<file path="src/sat_pkg.sv">
// Constants for the segment address translator.
// Assumes an 8-bit processor with 16-bit addresses and 8-bit I/O ports.
package sat_pkg;
  // ----------------------------------------
  // Widths
  // ----------------------------------------
  localparam int CPU_AW = 16;
  localparam int BUS_AW = 24;
  localparam int RELOC_W = 8;
  localparam int PORT_W = 8;
  localparam int OFS_W = 12;
  localparam int LED_W = 4;
  localparam int WIN_TAG_W = 3;
  // ----------------------------------------
  // Register map and defaults
  // ----------------------------------------
  localparam logic [PORT_W-1:0] PORT_BASE_DEFAULT = 8'h80;
  localparam logic [PORT_W-1:0] LOWER_HALF_RELOCATION_OFS = 8'h02;
  localparam logic [PORT_W-1:0] UPPER_HALF_RELOCATION_OFS = 8'h03;
  localparam logic [WIN_TAG_W-1:0] WIN_TAG_DEFAULT = 3'h5;
  localparam logic [RELOC_W-1:0] LOWER_RELOC_RESET = 8'h0A;
  localparam logic [RELOC_W-1:0] UPPER_RELOC_RESET = 8'h0B;
  localparam logic [RELOC_W-1:0] EXT_ZERO = 8'h00;
  localparam logic [3:0] TOP_ZERO = 4'h0;
endpackage

</file>
<file path="src/sat_reloc_regs.sv">
// Two write-only relocation registers loaded from processor I/O writes.
// Assumes write strobes are synchronous one-cycle pulses on clk_sys.
`timescale 1ns/1ps
module sat_reloc_regs
  import sat_pkg::*;
(
  input wire logic clk_sys,
  input wire logic arst_n,
  input wire logic clkEn,
  input wire logic ioWrite,
  input wire logic [PORT_W-1:0] ioPort,
  input wire logic [RELOC_W-1:0] ioData,
  input wire logic [PORT_W-1:0] portBase,
  output logic [RELOC_W-1:0] lowerReloc,
  output logic [RELOC_W-1:0] upperReloc
);
  logic [RELOC_W-1:0] next_lowerReloc;
  logic [RELOC_W-1:0] next_upperReloc;
  logic [PORT_W-1:0] lowerPort;
  logic [PORT_W-1:0] upperPort;

  assign lowerPort = PORT_W'(portBase + LOWER_HALF_RELOCATION_OFS);
  assign upperPort = PORT_W'(portBase + UPPER_HALF_RELOCATION_OFS);

  always_comb begin
    next_lowerReloc = lowerReloc;
    next_upperReloc = upperReloc;
    if (ioWrite && ioPort == lowerPort) begin
      next_lowerReloc = ioData;
    end
    if (ioWrite && ioPort == upperPort) begin
      next_upperReloc = ioData;
    end
  end

  // Reset to the identity map for the default A000 window so it acts as plain memory
  always_ff @(posedge clk_sys or negedge arst_n) begin
    if (!arst_n) begin
      lowerReloc <= LOWER_RELOC_RESET;
      upperReloc <= UPPER_RELOC_RESET;
    end else if (clkEn) begin
      lowerReloc <= next_lowerReloc;
      upperReloc <= next_upperReloc;
    end
  end
endmodule

</file>
<file path="src/sat_strap_sync.sv">
// Two-stage synchroniser for the static window-base jumper inputs.
// Assumes the jumpers change only while the system is idle.
`timescale 1ns/1ps
module sat_strap_sync #(
  parameter int W = 3
) (
  input wire logic clk_sys,
  input wire logic arst_n,
  input wire logic clkEn,
  input wire logic [W-1:0] din,
  output logic [W-1:0] dout
);
  logic [W-1:0] stage1;
  logic [W-1:0] next_stage1;
  logic [W-1:0] next_dout;

  always_comb begin
    next_stage1 = din;
    next_dout = stage1;
  end

  always_ff @(posedge clk_sys or negedge arst_n) begin
    if (!arst_n) begin
      stage1 <= '0;
      dout <= '0;
    end else if (clkEn) begin
      stage1 <= next_stage1;
      dout <= next_dout;
    end
  end
endmodule

</file>
<file path="src/sat_top.sv">
// Segment address translator: maps a jumpered 8 KB processor window
// onto the first megabyte of a 24-bit system bus.
// Assumes the processor presents address and strobes synchronous to clk_sys.
`timescale 1ns/1ps
module sat_top
  import sat_pkg::*;
#(
  parameter logic [PORT_W-1:0] PORT_BASE = PORT_BASE_DEFAULT
) (
  input wire logic clk_sys,
  input wire logic arst_n,
  input wire logic clkEn,
  input wire logic [CPU_AW-1:0] cpuAddr,
  input wire logic memReq,
  input wire logic ioWrite,
  input wire logic [RELOC_W-1:0] ioData,
  input wire logic [WIN_TAG_W-1:0] windowBaseJumper,
  output logic [BUS_AW-1:0] busAddr,
  output logic busValid,
  output logic [LED_W-1:0] ledExt_n
);
  // ----------------------------------------
  // Window base and relocation registers
  // ----------------------------------------
  logic [WIN_TAG_W-1:0] windowBaseSync;
  logic [RELOC_W-1:0] lowerReloc;
  logic [RELOC_W-1:0] upperReloc;

  // Jumpers come from pins, so they are synchronised before use
  sat_strap_sync #(.W(WIN_TAG_W)) uStrap (
    .clk_sys(clk_sys),
    .arst_n(arst_n),
    .clkEn(clkEn),
    .din(windowBaseJumper),
    .dout(windowBaseSync)
  );

  sat_reloc_regs uRegs (
    .clk_sys(clk_sys),
    .arst_n(arst_n),
    .clkEn(clkEn),
    .ioWrite(ioWrite),
    .ioPort(cpuAddr[PORT_W-1:0]),
    .ioData(ioData),
    .portBase(PORT_BASE),
    .lowerReloc(lowerReloc),
    .upperReloc(upperReloc)
  );

  // ----------------------------------------
  // Translation
  // ----------------------------------------
  logic inWindow;
  logic upperHalf;
  logic [RELOC_W-1:0] selReloc;
  logic [BUS_AW-1:0] next_busAddr;
  logic next_busValid;
  logic [LED_W-1:0] next_ledExt_n;

  // Window tag is the top three address bits, so it aligns to 8 KB
  assign inWindow = cpuAddr[CPU_AW-1 -: WIN_TAG_W] == windowBaseSync;
  assign upperHalf = cpuAddr[OFS_W];
  // Registers are read live, so a write lands before the next access
  assign selReloc = upperHalf ? upperReloc : lowerReloc;

  always_comb begin
    next_busValid = memReq;
    next_busAddr = busAddr;
    if (memReq) begin
      if (inWindow) begin
        next_busAddr = {TOP_ZERO, selReloc, cpuAddr[OFS_W-1:0]};
      end else begin
        next_busAddr = {EXT_ZERO, cpuAddr};
      end
    end
    next_ledExt_n = ~next_busAddr[19:16];
  end

  always_ff @(posedge clk_sys or negedge arst_n) begin
    if (!arst_n) begin
      busAddr <= '0;
      busValid <= 1'b0;
      ledExt_n <= '1;
    end else if (clkEn) begin
      busAddr <= next_busAddr;
      busValid <= next_busValid;
      ledExt_n <= next_ledExt_n;
    end
  end

  // ----------------------------------------
  // Checks
  // ----------------------------------------
  AST_TOP_ZERO: assert property (@(posedge clk_sys) disable iff (!arst_n)
    busAddr[23:20] == TOP_ZERO)
    else $error("top bus address bits not zero");

  AST_LED_INV: assert property (@(posedge clk_sys) disable iff (!arst_n)
    ledExt_n == ~busAddr[19:16])
    else $error("indicators not inverse of bus bits");

  AST_WIN_MAP: assert property (@(posedge clk_sys) disable iff (!arst_n)
    clkEn && memReq && inWindow |=> busAddr[19:12] == $past(selReloc))
    else $error("window access not relocated");

  AST_LOW_PASS: assert property (@(posedge clk_sys) disable iff (!arst_n)
    clkEn && memReq |=> busAddr[11:0] == $past(cpuAddr[11:0]))
    else $error("low address bits altered");

  AST_OUT_PASS: assert property (@(posedge clk_sys) disable iff (!arst_n)
    clkEn && memReq && !inWindow |=> busAddr == {EXT_ZERO, $past(cpuAddr)})
    else $error("outside access not passed through");

  AST_HALF_SEL: assert property (@(posedge clk_sys) disable iff (!arst_n)
    clkEn && memReq && inWindow && cpuAddr[OFS_W]
      |=> busAddr[19:12] == $past(upperReloc))
    else $error("upper half used wrong register");

  AST_WRITE_EFFECT: assert property (@(posedge clk_sys) disable iff (!arst_n)
    clkEn && ioWrite && cpuAddr[7:0] == PORT_W'(PORT_BASE + LOWER_HALF_RELOCATION_OFS)
      |=> lowerReloc == $past(ioData))
    else $error("lower relocation write lost");

  AST_NEXT_ACCESS: assert property (@(posedge clk_sys) disable iff (!arst_n)
    clkEn && ioWrite && cpuAddr[7:0] == PORT_W'(PORT_BASE + UPPER_HALF_RELOCATION_OFS)
      ##1 clkEn && memReq && inWindow && cpuAddr[OFS_W]
      |=> busAddr[19:12] == $past(ioData, 2))
    else $error("new relocation value not applied");

  AST_VALID: assert property (@(posedge clk_sys) disable iff (!arst_n)
    clkEn |=> busValid == $past(memReq))
    else $error("bus valid does not follow request");
endmodule
</file>
<file path="config.mk">
export PLATFORM = sky130hd
export DESIGN_NAME = sat_top
export DESIGN_NICKNAME = d
export VERILOG_FILES = /design/src/sat_pkg.sv /design/src/sat_reloc_regs.sv /design/src/sat_strap_sync.sv /design/src/sat_top.sv
export SDC_FILE = /design/constraint.sdc
export NUM_CORES = 1
export LEC_CHECK = 0
export BUFFER_PORTS_ARGS = -buffer_cell sky130_fd_sc_hd__buf_2
export CAP_MARGIN = 20
export CORE_MARGIN = 2
export CORE_UTILIZATION = 46
export CTS_CLUSTER_SIZE = 24
export DETAILED_ROUTE_END_ITERATION = 6
export PLACE_DENSITY_LB_ADDON = 0.08
export SETUP_SLACK_MARGIN = 0.15
export SYNTH_ARGS = -nofsm -noshare
export SYNTH_HDL_FRONTEND = slang
export SYNTH_SLANG_ARGS = --single-unit
</file>
<file path="constraint.sdc">
create_clock -name clk_sys -period 1.45 [get_ports clk_sys]
set_clock_uncertainty 0.15 [all_clocks]
set_input_delay 0.145 -clock clk_sys [delete_from_list [all_inputs] [get_ports clk_sys]]
set_output_delay 0.145 -clock clk_sys [all_outputs]
set_load 0.005 [all_outputs]
</file>
; ---- Yosys cells after proc, flatten, opt, wreduce, memory -nomap -nowiden
; Cells that the tools add are included.
[word_totals]
register_bits = 47
word_cells = 20
[op_classes]
eq_ne = 3
muxes = 3
bitwise_logic = 1
n_reduce_logical = 5
[ops]
columns = op, n
row1 = 2-to-1 mux 20 bit, 2
row2 = "equality test 8 bit, second input constant", 2
row3 = 2-to-1 mux 8 bit, 1
row4 = AND reduction 2 bit, 3
row5 = NOT 4 bit, 1
row6 = equality test 3 bit, 1
row7 = logical AND 1 bit, 2

; ---- Depth between registers and ports, before layout
[logic_depth]
depth_word = 4
ltp_mapped = 5
ltp_nobuf = 3

; ---- By module
; Synthesis repeated with hierarchy kept, for this count alone.
[unflattened]
cells_unflattened = 199
hier_area_um2 = 2534.9
[by_module_without_submodules]
columns = mod, instances, cells_per_inst, area_per_inst_um2, seq_area_each_um2
row1 = sat_top, 1, 97, 1268.7, 630.6
row2 = sat_reloc_regs, 1, 89, 1014.7, 406.6
row3 = sat_strap_sync, 1, 13, 251.5, 150.1

; ---- Worst setup path before layout
; OpenSTA, ideal clock, no wires.
[synth_path]
path_type = register to register
from = register uStrap.dout[0]
to = register busAddr[13]
setup_ns = 0.126
arrival_ns = 1.098
required_time_ns = 1.174
path_slack_ns = 0.076
path_stages_with_launch = 4
period_less_slack_ns = 1.374
path_cell_list = dfrtp_1 > xor2_1 > nor3_1 > a221o_1
[synth_between]
elab_chain_cells = 2
[synth_lines]
columns = element, line
row1 = from (decl), sat_strap_sync.sv:11  ; output logic [W-1:0] dout
row2 = from (signal assigned), sat_strap_sync.sv:28  ; dout <= next_dout;
row3 = equality test 3 bit, sat_top.sv:61  ; assign inWindow = cpuAddr[CPU_AW-1 -: WIN_TAG_W] == windowBaseSync;
row4 = 2-to-1 mux 20 bit, sat_top.sv:70  ; if (inWindow) begin
row5 = to (signal assigned), sat_top.sv:85  ; busAddr <= next_busAddr;
row6 = to (decl), sat_top.sv:18  ; output logic [BUS_AW-1:0] busAddr,
; Every way passes these cells.
; A chain may end at the register's enable or synchronous reset.

; ---- Worst setup path in the final report
[layout_path]
from = register uStrap.dout[1]
to = register ledExt_n[1]
[layout_between]
elab_chain_cells = 4
[layout_lines]
columns = element, line
row1 = equality test 3 bit, sat_top.sv:61
row2 = 2-to-1 mux 20 bit, sat_top.sv:70
row3 = 2-to-1 mux 20 bit, sat_top.sv:69  ; if (memReq) begin
row4 = NOT 4 bit, sat_top.sv:76  ; next_ledExt_n = ~next_busAddr[19:16];
row5 = to (signal assigned), sat_top.sv:87  ; ledExt_n <= next_ledExt_n;
row6 = to (decl), sat_top.sv:20  ; output logic [LED_W-1:0] ledExt_n
; Every way passes these cells.

==> qor.csv <==
stage,metric,value,unit
clock_network,CTS Sinks,47,
timing,max frequency,0.663,GHz
die,die height,71.5,um
outcome,outcome,"complete, but fails checks",
yosys,Synth Area per Inst,14.0,um^2
timing,Setup WS post-layout,-0.0574,ns
cells_and_area,Final Util,70.8,%
die,DIE WIDTH,71.5,um
cells_and_area,"most common cell after layout, fill and taps aside",buf_2,
yosys,"top cells by area, synth","dfrtp_1 (45%), mux2_2 (20%), dfstp_2 (11%), mux2i_1 (3.3%), o221ai_1 (1.7%)",
clock_network,CTS tree,built,
cells_and_area,most frequent cells in the layout,"buf_2 (56), dfrtp_1 (35), mux2_2 (29)",
worst_setup_path,critical path type,register to register,
clock_network,Max H-tree Level,2,
cells_and_area,share of cells above drive strength 1,58.2,%
global_route,grt ovf,0,
drt,DRC,0,
timing,"Slew Viols, Final",0,
drt,Routed WL,4580,um
clock_network,clk root buf,clkbuf_8,
clock_network,clk slew on worst S/H paths,0.09,ns
global_route,largest net degree at the start of global routing,48,
yosys,sequential share of the synthesized area,56.6,%
yosys,Synth area leader,dfrtp_1,
yosys,synth warn,0,
drt,DR iter-0 viols,55,
global_route,first-pass GRT wire length,7360,um
drt,Via Count,1550,
clock_network,Num CTS Buffers,5,
clock_network,Worst-Skew Late Latency,0.31,ns
die,Die Area,5120,um^2
die,row cnt,24,
placement,setup slack after placement,-0.130,ns
yosys,unique cell type count in the Yosys netlist,30,
die,# IOs,61,
timing,final worst-path cycle share,104,%
timing,final number of setup-violating endpoints,3,
die,Starting Density,47.9,%
drt,Via density,5.24,
worst_setup_path,CP arrival,1.58,ns
timing,Final Hold Vio Count,0,
drt,ANT nets after route,0,
global_route,initial antenna violation count,0,
worst_setup_path,CP Launch Type,register,
yosys,#FFs+latches synth,47,
timing,final critical-path required period,1.51,ns
flow_run,max cap viols,0,
yosys,Cells after Synth,150,
worst_hold_path,hold crit path type,primary input to register,
yosys,Synth top area share,45.3,%
placement,DP HPWL,3030,um
drt,Pre-antenna DRT Iters,6,
worst_setup_path,RR Startpoint,uStrap.dout[1]$_DFFE_PN0P_,
worst_setup_path,CP Data Required Time,1.52,ns
die,core box area,4380,um^2
clock_network,Clock Tree Buf Depth,2,
outcome,failing checks,setup timing,
worst_setup_path,worst-path maximum fanout,4,
power,P per Cell Area,1020,nW/um^2
cells_and_area,Layout area overhead,48.0,%
drt,post-DR wirelength/cell,15.5,um
global_route,total track usage,19.1,%
worst_setup_path,Critical path origin,uStrap.dout[1]$_DFFE_PN0P_,
placement,Placer Congestion,0.751,
worst_setup_path,crit path capture type,register,
timing,RSZ-0062 raised after global routing,yes,
global_route,vias in the first global route,1600,
placement,count of port buffers added during placement,56,
power,Max VDD drop,0.617,mV
power,P_leak,1.45,nW
cells_and_area,n_diodes,0,
worst_hold_path,hold path start,cpuAddr[12],
yosys,"Cell Area, Synth",2100,um^2
cells_and_area,NumNets Final,275,
power breakdown:
part           switching (mW)  internal (mW)  total, mW
clock network           0.438          0.558      0.996
logic                   0.287          0.370      0.657
registers              0.0746           1.44       1.51
cell type report:
cell class                      count  area, um^2
Clock buffer                        6        82.6
Multi-Input combinational cell     94        1040
Clock inverter                      2        35.0
Inverter                            1        3.75
Timing Repair Buffer               94         687
Tap cell                           52        65.1
Fill cell                         312        1280
Sequential cell                    47        1190
sequential cells by signal, summed over array words and instances (netlist names), named ones only:
| name | count |
|---|---|
| busAddr | 16 |
| busValid | 1 |
| ledExt_n | 4 |
| uRegs.lowerReloc | 8 |
| uRegs.upperReloc | 8 |
| uStrap.dout | 3 |
| uStrap.next_dout | 3 |
cells by family (layout without fill, tap and decap cells):
kind of cell,after synthesis,in the layout,synth area share [%]
xor+xnor,6,6,2.50
buf+inv,12,103,3.58
flops,47,47,56.6
compound gates,13,13,4.83
other cells,1,4,0.179
simple gates,26,26,8.59
mux,45,45,23.7
final timing paths:
| kind | to | slack (ns) | depth (start not counted) |
|---|---|---|---|
| setup / recovery | ledExt_n[1]$_DFFE_PN1P_ | -0.06 | 4 |
| hold / removal | busAddr[12]$_DFFE_PN0P_ | 0.09 | 3 |
| setup reg to reg | ledExt_n[1]$_DFFE_PN1P_ | -0.06 | 4 |
| hold reg to reg | ledExt_n[2]$_DFFE_PN1P_ | 0.35 | 1 |
| max in group asynchronous | ledExt_n[0]$_DFFE_PN1P_ | 0.67 | 3 |
| min in group asynchronous | uStrap.next_dout[0]$_DFFE_PN0P_ | 0.20 | 3 |
Yosys cell counts:
cell type  count
and4_1         1
nand4_1        1
nor3_1         1
and3_1         1
conb_1         1
and4b_1        2
nor4_1         4
nand3_1        4
nor4_4         1
dfrtp_1       38
nor2_1         3
buf_2          6
mux2i_1        7
a31oi_1        3
o211ai_1       1
a221o_1        3
nor2b_1        1
nand2_2        1
dfstp_2        9
mux2_2        38
o221ai_1       4
inv_1          1
buf_6          1
xor2_1         3
nand2b_1       5
xnor2_1        3
nand4_2        1
buf_4          4
a21oi_1        1
o21ai_0        1
metrics by stage:
stage	cell area, um^2	std cells	hold slack, ns	power [mW]	setup TNS [ns]
after floorplan	2190	153	-0.301	1.78	0
after global placement	2600	263	-0.00780	2.01	-0.855
after detailed placement	2600	263	-0.00445	2.03	-1.01
after CTS	3050	295	0.0945	3.14	-0.0163
after global routing	3110	296	0.109	3.32	-0.515
final	3110	296	0.0945	3.17	-0.112
what timing repair did:
action	in CTS	in global routing
setup buffers	0	1
pin swaps	5	3
hold buffers	24	0
gates resized for setup	12	7
endpoints found under the hold margin	78	0
setup endpoints to repair	12	12
per-layer routing:
| metal | track usage [%] | wire length, um |
|---|---|---|
| met1 | 24.3 | 2010 |
| met2 | 31.5 | 2250 |
| met3 | 4.64 | 261 |
| met4 | 7.34 | 62 |
| met5 | 0 | 0 |
worst max-delay path, stage by stage, from the launching register on:
cell and delay [ns]:
dfrtp_2 0.45, xor2_4 0.19, nor4_2 0.34, buf_4 0.17, o221ai_1 0.12
(Power assumes the default switching activity.)
